===== src/design/rtc_cmos_pkg.sv =====
// Purpose: constants shared by the clock / cmos bank block
// Assumes: apb register window, 32-bit words, 50 MHz core clock
// Notes: offsets are word indices, apb byte address four times
package rtc_cmos_pkg;
    // ------------------------------------------------------------
    // apb register offsets
    // ------------------------------------------------------------
    localparam logic [9:0] BANK_ACTIVATE_OFS = 10'h030; // activation byte
    localparam logic [9:0] FIRST_BASE_HI_OFS = 10'h060; // first bank base, high
    localparam logic [9:0] FIRST_BASE_LO_OFS = 10'h061; // first bank base, low
    localparam logic [9:0] SECOND_BASE_HI_OFS = 10'h062; // second bank base, high
    localparam logic [9:0] SECOND_BASE_LO_OFS = 10'h063; // second bank base, low
    localparam logic [9:0] INT_STATUS_OFS = 10'h040; // sticky events, write one clears
    localparam logic [9:0] INT_MASK_OFS = 10'h041; // interrupt enables
    localparam logic [9:0] INDEX_SHADOW_OFS = 10'h042; // last first-bank index
    // ------------------------------------------------------------
    // reset values
    // ------------------------------------------------------------
    localparam logic [7:0] BANK_ACTIVATE_RST = 8'h00;
    localparam logic [7:0] BASE_HI_RST = 8'h00;
    localparam logic [7:0] FIRST_BASE_LO_RST = 8'h70;
    localparam logic [7:0] SECOND_BASE_LO_RST = 8'h74;
    // ------------------------------------------------------------
    // field positions
    // ------------------------------------------------------------
    localparam int ACT_FIRST_BIT = 0; // enables first bank decode
    localparam int ACT_SECOND_BIT = 1; // enables second bank decode
    // cmos byte locations in the first bank
    localparam logic [6:0] LOC_SEC = 7'h00;
    localparam logic [6:0] LOC_SEC_ALM = 7'h01;
    localparam logic [6:0] LOC_MIN = 7'h02;
    localparam logic [6:0] LOC_MIN_ALM = 7'h03;
    localparam logic [6:0] LOC_HOUR = 7'h04;
    localparam logic [6:0] LOC_HOUR_ALM = 7'h05;
    localparam logic [6:0] LOC_DOW = 7'h06;
    localparam logic [6:0] LOC_DATE = 7'h07;
    localparam logic [6:0] LOC_MONTH = 7'h08;
    localparam logic [6:0] LOC_YEAR = 7'h09;
    localparam logic [6:0] LOC_CTRL_A = 7'h0A; // periodic rate select, low nibble
    localparam logic [6:0] LOC_CTRL_B = 7'h0B; // bit2: binary mode
    localparam logic [6:0] LOC_CTRL_C = 7'h0C; // flags, cleared on read
    localparam logic [6:0] LOC_CTRL_D = 7'h0D; // valid ram
    localparam logic [6:0] LOC_DATE_ALM = 7'h0E; // day-of-month alarm
    localparam logic [6:0] LOC_CENTURY = 7'h0F;
    localparam logic [6:0] LOC_SHARED = 7'h7F; // shared control in both banks
    localparam int CTRL_B_BINARY_BIT = 2;
    // ------------------------------------------------------------
    // timing
    // ------------------------------------------------------------
    localparam int REF_CLK_HZ = 32768; // 32 kHz reference
endpackage


===== src/design/rtc_cmos_bank_access.sv =====
// Purpose: time of day clock with two cmos banks behind index/data ports
// Assumes: core_clk_i 50 MHz; ports reached by a host bus and a microcontroller
// Notes: apb holds configuration; the 32 kHz reference is synchronised here
//
// The APB interface to the registers was chosen for this implementation.
`timescale 1ns/100ps
module rtc_cmos_bank_access
    import rtc_cmos_pkg::*;
#(
    parameter int REF_DIV = REF_CLK_HZ // reference ticks per second
) (
    // clock and reset
    input wire logic core_clk_i,
    input wire logic resetn_i,
    // apb slave
    input wire logic psel_i,
    input wire logic penable_i,
    input wire logic pwrite_i,
    input wire logic [11:0] paddr_i,
    input wire logic [31:0] pwdata_i,
    output logic [31:0] prdata_o,
    output logic pready_o,
    output logic pslverr_o,
    // i/o port bus (host or microcontroller, already arbitrated)
    input wire logic io_wr_i,
    input wire logic io_rd_i,
    input wire logic [15:0] io_addr_i,
    input wire logic [7:0] io_wdata_i,
    output logic [7:0] io_rdata_o,
    output logic io_hit_o,
    // reference and interrupts
    input wire logic ref_32k_i,
    output logic clock_irq_pin_o,
    output logic irq_o
);
    // ------------------------------------------------------------
    // storage and configuration state
    // ------------------------------------------------------------
    logic [7:0] first_cmos_bank [0:126]; // first bank bytes below shared one
    logic [7:0] second_cmos_bank [0:126]; // second bank bytes below shared one
    logic [7:0] shared_ctrl; // byte seen at the top of either bank
    logic [7:0] bank_activate, next_bank_activate;
    logic [7:0] first_base_hi, next_first_base_hi;
    logic [7:0] first_base_lo, next_first_base_lo;
    logic [7:0] second_base_hi, next_second_base_hi;
    logic [7:0] second_base_lo, next_second_base_lo;
    logic [6:0] first_index, second_index; // index latches
    logic [2:0] int_status, next_int_status; // sticky events
    logic [2:0] int_mask, next_int_mask;
    logic [7:0] ctrl_c; // hardware flags in cmos view
    // ------------------------------------------------------------
    // apb decode
    // ------------------------------------------------------------
    logic apb_wr, apb_rd;
    assign apb_wr = psel_i && penable_i && pwrite_i && pready_o; // lands on the answering edge
    assign apb_rd = psel_i && penable_i && !pwrite_i;
    // configuration next values
    always_comb begin
        next_bank_activate = bank_activate;
        next_first_base_hi = first_base_hi;
        next_first_base_lo = first_base_lo;
        next_second_base_hi = second_base_hi;
        next_second_base_lo = second_base_lo;
        next_int_mask = int_mask;
        if (apb_wr) begin
            case (paddr_i[11:2])
                BANK_ACTIVATE_OFS: next_bank_activate = {6'h00, pwdata_i[1:0]};
                FIRST_BASE_HI_OFS: next_first_base_hi = pwdata_i[7:0];
                FIRST_BASE_LO_OFS: next_first_base_lo = {pwdata_i[7:1], 1'b0};
                SECOND_BASE_HI_OFS: next_second_base_hi = pwdata_i[7:0];
                SECOND_BASE_LO_OFS: next_second_base_lo = {pwdata_i[7:1], 1'b0};
                INT_MASK_OFS: next_int_mask = pwdata_i[2:0];
                default: ;
            endcase
        end
    end
    // configuration registers; synchronous reset covers hard/soft/power-on
    always_ff @(posedge core_clk_i) begin
        if (!resetn_i) begin
            bank_activate <= BANK_ACTIVATE_RST;
            first_base_hi <= BASE_HI_RST;
            first_base_lo <= FIRST_BASE_LO_RST;
            second_base_hi <= BASE_HI_RST;
            second_base_lo <= SECOND_BASE_LO_RST;
            int_mask <= 3'h0;
        end else begin
            bank_activate <= next_bank_activate;
            first_base_hi <= next_first_base_hi;
            first_base_lo <= next_first_base_lo;
            second_base_hi <= next_second_base_hi;
            second_base_lo <= next_second_base_lo;
            int_mask <= next_int_mask;
        end
    end
    // ------------------------------------------------------------
    // port decode: index at base, data at base+1
    // ------------------------------------------------------------
    logic [15:0] first_base, second_base;
    logic first_hit, second_hit, port_is_data;
    assign first_base = {first_base_hi, first_base_lo};
    assign second_base = {second_base_hi, second_base_lo};
    assign first_hit = bank_activate[ACT_FIRST_BIT] && (io_addr_i[15:1] == first_base[15:1]);
    assign second_hit = bank_activate[ACT_SECOND_BIT] && (io_addr_i[15:1] == second_base[15:1]);
    assign port_is_data = io_addr_i[0];
    // byte selected by each index; top location goes to shared control
    logic [7:0] first_byte, second_byte;
    always_comb begin
        first_byte = (first_index == LOC_SHARED) ? shared_ctrl : first_cmos_bank[first_index];
        if (first_index == LOC_CTRL_C) begin
            first_byte = ctrl_c;
        end
        second_byte = (second_index == LOC_SHARED) ? shared_ctrl : second_cmos_bank[second_index];
    end
    // ------------------------------------------------------------
    // reference sync and one-second divider
    // ------------------------------------------------------------
    logic ref_meta, ref_sync, ref_last;
    logic [15:0] ref_count, next_ref_count;
    logic ref_tick, sec_tick;
    assign ref_tick = ref_sync && !ref_last; // rising reference edge
    always_comb begin
        next_ref_count = ref_count;
        sec_tick = 1'b0;
        if (ref_tick) begin
            if (ref_count == 16'(REF_DIV - 1)) begin
                next_ref_count = 16'h0000;
                sec_tick = 1'b1;
            end else begin
                next_ref_count = ref_count + 16'h0001;
            end
        end
    end
    // periodic rate: tap of the reference count chosen by control A
    logic [3:0] rate_sel;
    logic periodic_tick;
    assign rate_sel = first_cmos_bank[LOC_CTRL_A][3:0];
    assign periodic_tick = ref_tick && (rate_sel != 4'h0) &&
        (next_ref_count[rate_sel - 4'h1 +: 1] && !ref_count[rate_sel - 4'h1 +: 1]);
    always_ff @(posedge core_clk_i) begin
        if (!resetn_i) begin
            ref_meta <= 1'b0;
            ref_sync <= 1'b0;
            ref_last <= 1'b0;
            ref_count <= 16'h0000;
        end else begin
            ref_meta <= ref_32k_i;
            ref_sync <= ref_meta;
            ref_last <= ref_sync;
            ref_count <= next_ref_count;
        end
    end
    // ------------------------------------------------------------
    // calendar arithmetic in binary or bcd
    // ------------------------------------------------------------
    logic binary_mode;
    assign binary_mode = first_cmos_bank[LOC_CTRL_B][CTRL_B_BINARY_BIT];
    // step a field; wraps to lo past hi, honouring the selected form
    function automatic logic [7:0] step(input logic [7:0] v, input logic [7:0] lo,
        input logic [7:0] hi, input logic bin);
        logic [7:0] r;
        r = 8'h00;
        if (v == hi) begin
            r = lo;
        end else if (bin || v[3:0] != 4'h9) begin
            r = v + 8'h01;
        end else begin
            r = {v[7:4] + 4'h1, 4'h0};
        end
        return r;
    endfunction
    logic [7:0] n_sec, n_min, n_hour, n_dow, n_date, n_month, n_year, n_cent, last_day;
    logic c_min, c_hour, c_day, c_month, c_year;
    always_comb begin
        last_day = binary_mode ? 8'h1E : 8'h30; // 30-day months kept simple
        c_min = first_cmos_bank[LOC_SEC] == (binary_mode ? 8'h3B : 8'h59);
        c_hour = c_min && first_cmos_bank[LOC_MIN] == (binary_mode ? 8'h3B : 8'h59);
        c_day = c_hour && first_cmos_bank[LOC_HOUR] == (binary_mode ? 8'h17 : 8'h23);
        c_month = c_day && first_cmos_bank[LOC_DATE] == last_day;
        c_year = c_month && first_cmos_bank[LOC_MONTH] == (binary_mode ? 8'h0C : 8'h12);
        n_sec = step(first_cmos_bank[LOC_SEC], 8'h00, binary_mode ? 8'h3B : 8'h59, binary_mode);
        n_min = step(first_cmos_bank[LOC_MIN], 8'h00, binary_mode ? 8'h3B : 8'h59, binary_mode);
        n_hour = step(first_cmos_bank[LOC_HOUR], 8'h00, binary_mode ? 8'h17 : 8'h23, binary_mode);
        n_dow = step(first_cmos_bank[LOC_DOW], 8'h01, 8'h07, binary_mode);
        n_date = step(first_cmos_bank[LOC_DATE], 8'h01, last_day, binary_mode);
        n_month = step(first_cmos_bank[LOC_MONTH], 8'h01, binary_mode ? 8'h0C : 8'h12, binary_mode);
        n_year = step(first_cmos_bank[LOC_YEAR], 8'h00, binary_mode ? 8'h63 : 8'h99, binary_mode);
        n_cent = step(first_cmos_bank[LOC_CENTURY], 8'h00, binary_mode ? 8'h63 : 8'h99, binary_mode);
    end
    // alarm compares after the second has been updated; date alarm 0 = don't care
    logic alarm_hit;
    assign alarm_hit = sec_tick && n_sec == first_cmos_bank[LOC_SEC_ALM] &&
        (c_min ? n_min : first_cmos_bank[LOC_MIN]) == first_cmos_bank[LOC_MIN_ALM] &&
        (c_hour ? n_hour : first_cmos_bank[LOC_HOUR]) == first_cmos_bank[LOC_HOUR_ALM] &&
        (first_cmos_bank[LOC_DATE_ALM] == 8'h00 ||
        (c_day ? n_date : first_cmos_bank[LOC_DATE]) == first_cmos_bank[LOC_DATE_ALM]);
    // ------------------------------------------------------------
    // cmos array, index latches, clock counting
    // ------------------------------------------------------------
    // one write port per bank; a port write and a tick can hit the same clock byte
    // in one cycle, and then the port write wins over the tick
    logic wr_first_data, wr_second_data, rd_first_data;
    assign wr_first_data = io_wr_i && first_hit && port_is_data;
    assign wr_second_data = io_wr_i && second_hit && port_is_data;
    assign rd_first_data = io_rd_i && first_hit && port_is_data;
    always_ff @(posedge core_clk_i) begin
        if (!resetn_i) begin
            first_index <= 7'h00;
            second_index <= 7'h00;
            shared_ctrl <= 8'h00;
        end else begin
            if (io_wr_i && first_hit && !port_is_data) begin
                first_index <= io_wdata_i[6:0];
            end
            if (io_wr_i && second_hit && !port_is_data) begin
                second_index <= io_wdata_i[6:0];
            end
            if ((wr_first_data && first_index == LOC_SHARED) ||
                (wr_second_data && second_index == LOC_SHARED)) begin
                shared_ctrl <= io_wdata_i;
            end
        end
    end
    // battery-backed bytes are not cleared by reset
    always_ff @(posedge core_clk_i) begin
        if (sec_tick) begin
            first_cmos_bank[LOC_SEC] <= n_sec;
            if (c_min) first_cmos_bank[LOC_MIN] <= n_min;
            if (c_hour) first_cmos_bank[LOC_HOUR] <= n_hour;
            if (c_day) first_cmos_bank[LOC_DOW] <= n_dow;
            if (c_day) first_cmos_bank[LOC_DATE] <= n_date;
            if (c_month) first_cmos_bank[LOC_MONTH] <= n_month;
            if (c_year) first_cmos_bank[LOC_YEAR] <= n_year;
            if (c_year && n_year == 8'h00) first_cmos_bank[LOC_CENTURY] <= n_cent;
        end
        if (wr_first_data && first_index != LOC_SHARED) begin
            first_cmos_bank[first_index] <= io_wdata_i;
        end
        if (wr_second_data && second_index != LOC_SHARED) begin
            second_cmos_bank[second_index] <= io_wdata_i;
        end
    end
    // ------------------------------------------------------------
    // interrupt flags: set wins over clear
    // ------------------------------------------------------------
    logic [2:0] events;
    logic [7:0] next_ctrl_c;
    assign events = {sec_tick, periodic_tick, alarm_hit};
    always_comb begin
        next_int_status = int_status;
        if (apb_wr && paddr_i[11:2] == INT_STATUS_OFS) begin
            next_int_status = int_status & ~pwdata_i[2:0];
        end
        next_int_status = next_int_status | events;
        // control C: read clears, then new events set again
        next_ctrl_c = ctrl_c;
        if (rd_first_data && first_index == LOC_CTRL_C) begin
            next_ctrl_c = 8'h00;
        end
        next_ctrl_c[6:4] = next_ctrl_c[6:4] | {periodic_tick, alarm_hit, sec_tick};
        next_ctrl_c[7] = |(next_ctrl_c[6:4] & first_cmos_bank[LOC_CTRL_B][6:4]);
    end
    always_ff @(posedge core_clk_i) begin
        if (!resetn_i) begin
            int_status <= 3'h0;
            ctrl_c <= 8'h00;
            clock_irq_pin_o <= 1'b0;
            irq_o <= 1'b0;
        end else begin
            int_status <= next_int_status;
            ctrl_c <= next_ctrl_c;
            clock_irq_pin_o <= next_ctrl_c[7];
            irq_o <= |(next_int_status & next_int_mask);
        end
    end
    // ------------------------------------------------------------
    // read paths
    // ------------------------------------------------------------
    logic [31:0] next_prdata;
    logic next_pslverr;
    always_comb begin
        next_prdata = 32'h0000_0000;
        next_pslverr = 1'b0;
        case (paddr_i[11:2])
            BANK_ACTIVATE_OFS: next_prdata = {24'h000000, bank_activate};
            FIRST_BASE_HI_OFS: next_prdata = {24'h000000, first_base_hi};
            FIRST_BASE_LO_OFS: next_prdata = {24'h000000, first_base_lo};
            SECOND_BASE_HI_OFS: next_prdata = {24'h000000, second_base_hi};
            SECOND_BASE_LO_OFS: next_prdata = {24'h000000, second_base_lo};
            INT_STATUS_OFS: next_prdata = {29'h0, int_status};
            INT_MASK_OFS: next_prdata = {29'h0, int_mask};
            INDEX_SHADOW_OFS: next_prdata = {25'h0, first_index};
            default: next_pslverr = 1'b1;
        endcase
    end
    // apb answers with one wait state: pready rises in the second access cycle
    always_ff @(posedge core_clk_i) begin
        if (!resetn_i) begin
            prdata_o <= 32'h0000_0000;
            pready_o <= 1'b0;
            pslverr_o <= 1'b0;
            io_rdata_o <= 8'h00;
            io_hit_o <= 1'b0;
        end else begin
            pready_o <= psel_i && penable_i && !pready_o;
            pslverr_o <= psel_i && penable_i && !pready_o && next_pslverr;
            if (apb_rd && !pready_o) prdata_o <= next_prdata;
            io_hit_o <= io_rd_i && (first_hit || second_hit);
            if (io_rd_i && first_hit) begin
                io_rdata_o <= port_is_data ? first_byte : {1'b0, first_index};
            end else if (io_rd_i && second_hit) begin
                io_rdata_o <= port_is_data ? second_byte : {1'b0, second_index};
            end
        end
    end
endmodule


===== config.mk =====
export PLATFORM = sky130hd
export DESIGN_NAME = rtc_cmos_bank_access
export DESIGN_NICKNAME = d
export VERILOG_FILES = /design/src/design/rtc_cmos_pkg.sv /design/src/design/rtc_cmos_bank_access.sv
export SDC_FILE = /design/constraint.sdc
export NUM_CORES = 2
export LEC_CHECK = 0
export BUFFER_PORTS_ARGS = -buffer_cell sky130_fd_sc_hd__buf_4
export CAP_MARGIN = 20
export CORE_ASPECT_RATIO = 0.9
export CORE_MARGIN = 2
export CORE_UTILIZATION = 35
export CTS_CLUSTER_DIAMETER = 50
export DETAILED_ROUTE_END_ITERATION = 8
export PLACE_DENSITY = 0.53
export SETUP_SLACK_MARGIN = 0.05
export SYNTH_ARGS = -nofsm -noshare
export SYNTH_HDL_FRONTEND = slang
export SYNTH_SLANG_ARGS = --single-unit

===== constraint.sdc =====
create_clock -name core_clk_i -period 4.15 [get_ports core_clk_i]
set_input_delay 0.83 -clock core_clk_i [delete_from_list [all_inputs] [get_ports core_clk_i]]
set_output_delay 0.83 -clock core_clk_i [all_outputs]
set_load 0.005 [all_outputs]

# == Yosys cells after proc, flatten, opt, wreduce, memory -nomap -nowiden ==
# Memories as Yosys holds them, arrays and structs flattened. A register that Yosys moved wholly into a read port is not among the register bits.
# Index checks and enable logic that the tools add are counted.
# totals
regBits,128
out_inout_bits,45
mem_count,2
ramBits,2032
word_cells,221
inputBits,76
# mem_list
memory,words,word_bits,rd,rd_clocked_by_memory_dff,write_ports,line_no,rtl
first_cmos_bank,127,8,15,1,9,rtc_cmos_bank_access.sv:39,logic [7:0] first_cmos_bank [0:126];
second_cmos_bank,127,8,1,1,1,rtc_cmos_bank_access.sv:40,logic [7:0] second_cmos_bank [0:126];
# op_classes
bitwise,6
n_mux,69
reduce_logical,66
n_eq_ne,36
add_sub_neg,18
shifts,2
# op_table
cell,count
8-bit two-way mux,27
"10-bit by 7-bit equality test with 1-bit output, second input constant",7
"8-bit by 1-bit adder with 8-bit output, second input constant",8
8-bit case mux with 8 select lines,1
8-bit equality test,7
7-bit two-way mux,6
1-bit logical AND,38
"4-bit by 1-bit adder with 4-bit output, second input constant",8
16-bit two-way mux,2
"4-bit inequality test, second input constant",8
16-bit by 5-bit indexed part select with 1-bit output,2
15-bit equality test,2
1-bit two-way mux,27
"16-bit by 1-bit adder with 16-bit output, second input constant",1
"16-bit by 15-bit equality test with 1-bit output, second input constant",1
8-bit by 6-bit equality test with 1-bit output,2
8-bit logical NOT,2
"7-bit equality test, second input constant",2
"7-bit inequality test, second input constant",2
6-bit two-way mux,2
1-bit logical OR,11
"10-bit by 6-bit equality test with 1-bit output, second input constant",1
2-bit AND reduction,5
3-bit AND,3
other kinds (14),22

# == Depth between registers and ports, before layout ==
# An unclocked memory read counts as a cell.
# depth
ltp_word,13
ltp_mapped,13
depth_no_buf,10

# == Least setup slack after synthesis ==
# OpenSTA, ideal clock, no wires.
# synth_timing
path_kind,input to register
start,in io_addr_i[15]
end,"mem first_cmos_bank[0][0], enable pin"
t_arrival_ps,3038
required_ps,3766
slack_ps,728
path_buffers,1
cell_stages,7
path_cell_list,xnor2_1 -> nand4_1 -> nor4_4 -> nand3_1 -> or4_1 -> clkbuf_1 -> o21ai_0
# synth_rtl
element,line_no,rtl
from (decl),rtc_cmos_bank_access.sv:27,"input wire logic [15:0] io_addr_i,"
to (decl),rtc_cmos_bank_access.sv:39,

==> impl_metrics.csv <==
group,metric,value,unit
sta,rsz0062_at_grt,"no",
finish,layout-drive-gt1-share,0.291,
worst_setup_path,crit_required,4900,ps
min_path,min_path_type,"in2reg",
finish,utilization,0.412,
synth,synth_edf_count,2040,
route,via_per_inst,5.42,
sta,worst_pin_slew,1140,ps
floorplan,core,0.253,mm2
synth,yosysTopAreaCellShare,0.688,
sta,hold_violations,0,
grt,track_usage,0.184,
clock_network,cts_buffer_depth,4,
worst_setup_path,path_class,"reg2reg",
sta,fmax,0.260,GHz
floorplan,die_w,536,um
power,p_per_area,428,mW/mm2
synth,synthCells,4733,
synth,synth_flop_cell,"edfxtp_1",
grt,grt_pass1_vias,47568,
grt,grt_max_degree,110,
clock_network,cts_sinks,2157,
synth,synthArstFlopShare,0,
grt,grt_antenna_before_repair,12,
clock_network,cts_tree,"built",
placed_design,hpwl,154000,um
synth,synth_area,0.0891,mm2
clock_network,hold_buffers,0,
outcome,status,"finished, final reports clean",
finish,stdcell_area,0.104,mm2
sta,whs,245,ps
worst_setup_path,crit_fanout,41,
placed_design,dpl_cell_area,0.0969,mm2
synth,seq_area_frac_synth,0.714,
sta,worst_slack,308,ps
sta,max_slew_margin,0.238,
route,finalWirelength,240000,um
clock_network,htreeDepth,4,
clock_network,clock_latency,910,ps
floorplan,ioPinCount,121,
finish,syn_to_final_growth,17.1,%
route,dr.pass1.iters,5,
power,p_leak,32.3,nW
grt,grt_first_pass_wirelength,346000,um
power,ir_drop,337,uV
floorplan,initial_core_util,0.352,
placed_design,portBuffers,70,
synth,synth.distinct_cells,107,
sta,report.final.setup_viol,0,
worst_setup_path,cp.arrival,4590,ps
finish,layout.nets,5370,
sta,clock_skew,88.7,ps
worst_setup_path,crit_path_start_kind,"flip-flop",
sta,drv_slew,0,
synth,synth_top_area_cell,"edfxtp_1",
floorplan,die_area,0.259,mm2
flow_run,maxCapViolations,0,
sta,period_needed,3840,ps
clock_network,path_clk_slew,60,ps
finish,mostFrequentLayoutCells,"2,040 x edfxtp_1, 618 x mux4_2, 517 x buf_4, 361 x nor2_1, 231 x clkbuf_16",
finish,mostFrequentLayoutCell,"edfxtp_1",
route,drt_iter0_drc,5013,
sta,setup_tns,0,ps
clock_network,cts_buffers,227,
sta,fin_crit_sh,0.926,
clock_network,ctsRootBufferMaster,"clkbuf_16",
floorplan,die_h,483,um
worst_setup_path,crit_path_end_kind,"flip-flop",
floorplan,placement_rows,175,
route,drc,0,
route,ant_nets,0,
synth,synth_seq_cells,2157,
clock_network,ctsResizeCount,0,
placed_design,routabilityCongestion,0.850,
route,wire_per_inst,27.2,um
placed_design,dpl_worst_slack,220,ps
synth,yosysWarnings,0,
clock_network,cts_setup_buffers,0,
synth,synth_area_leaders,"edfxtp_1 69%, mux4_2 16%, dfxtp_1 2.6%",
synth,synth.avg_cell_area,18.8,um2
grt,grt_overflow,0,
route,vias,47821,
==> final timing paths <==
check / slack (ps) / start / endpoint / depth (start not counted)
worst min-delay path: 240 / ref_32k_i / ref_meta / 2
worst min register to register: 450 / ref_meta / ref_sync / 1
worst max register to register: 310 / flip-flop / io_rdata_o[3] / 9
worst max-delay path: 310 / flip-flop / io_rdata_o[3] / 9
==> per-layer routing <==
metal	wire length, um	share of wire	track usage	vias to the layer above
met5	12	0.000050	0	-
met4	5010	0.021	0.0416	2
met3	15700	0.065	0.0265	304
met2	108000	0.45	0.281	1615
met1	111000	0.46	0.278	25459
li1	-	-	-	20441
==> cell type report <==
cell class,instances,area (um2)
Clock buffer,280,5980
Antenna cell,5,12.5
Sequential cell,2157,63600
Fill cell,22356,149000
Clock inverter,132,1370
Tap cell,3363,4210
Timing Repair Buffer,574,4980
Multi-Input combinational cell,2270,23900
Inverter,36,135
==> stage by stage <==
step | power (mW) | std cells
floorplan | 24.4 | 4764
global placement | 24.8 | 8400
detailed placement | 24.9 | 8400
CTS | 45.1 | 8812
global route | 46.0 | 8814
finish | 44.6 | 8817
==> worst max-delay path, cell delays in order (launching register included) <==
cell	delay, ps
dfxtp_4	900
buf_4	350
mux4_2	520
mux2i_1	270
a221oi_1	180
o21ai_0	620
nand3_1	340
o211ai_1	190
a41oi_1	130
o21a_1	150
==> flip-flops by register name (all words and copies together), names as in the netlist, 2 cells and up, named ones only <==
signal / flops
shared_ctrl: 8
ref_count: 16
prdata_o: 8
second_base_lo: 7
bank_activate: 2
ctrl_c: 3
second_index: 7
int_status: 3
first_base_hi: 8
second_base_hi: 8
int_mask: 3
first_cmos_bank: 1024
first_base_lo: 7
second_cmos_bank: 1016
io_rdata_o: 8
first_index: 7
==> cells in the mapped netlist (7+ instances only) <==
cell type / count
nor4_1: 13
edfxtp_1: 2040
nor2b_1: 29
nor4b_1: 11
o31ai_1: 35
a2111oi_0: 8
o21ai_0: 91
and3_1: 22
buf_4: 63
buf_2: 56
nor2_1: 361
a221oi_1: 18
nor3b_1: 11
a21o_1: 10
and2_1: 19
a31oi_1: 21
clkbuf_1: 144
o22ai_1: 15
buf_1: 28
mux2i_1: 95
a21oi_1: 72
xnor2_1: 77
or3_1: 13
nand4_1: 44
a211oi_1: 19
a311oi_1: 9
nand3_1: 114
o211ai_1: 7
mux2_2: 17
a22oi_1: 8
ha_1: 28
xor2_1: 29
dfxtp_1: 117
nand2_1: 221
o21a_1: 7
o2111ai_1: 7
a211o_1: 7
nor3_1: 39
inv_1: 33
or4_1: 13
nand2b_1: 14
mux4_2: 618
==> kinds of logic (layout without fill, tap and decap cells) <==
kind of cell             Yosys count  count (layout)  synth area share
adder cells (fa/ha/maj)           28              28           0.00393
AND/OR/NAND/NOR                  977             977            0.0530
AO/OA/AOI/OAI                    396             396            0.0306
other                              1              37         0.0000421
multiplexers                     731             731             0.169
flip-flops                      2157            2157             0.714
buffers and inverters            337            1022            0.0187
XOR/XNOR                         106             106            0.0104
==> where the power goes <==
part           internal, mW  total (mW)  switching [mW]  leakage [nW]
Clock                  11.7        20.2            8.50          3.58
Combinational         0.109       0.586           0.477          9.41
Sequential             23.8        23.8          0.0107          19.3
Total                  35.6        44.6            8.99          32.3
No activity file was read; power rests on OpenSTA's default activity.
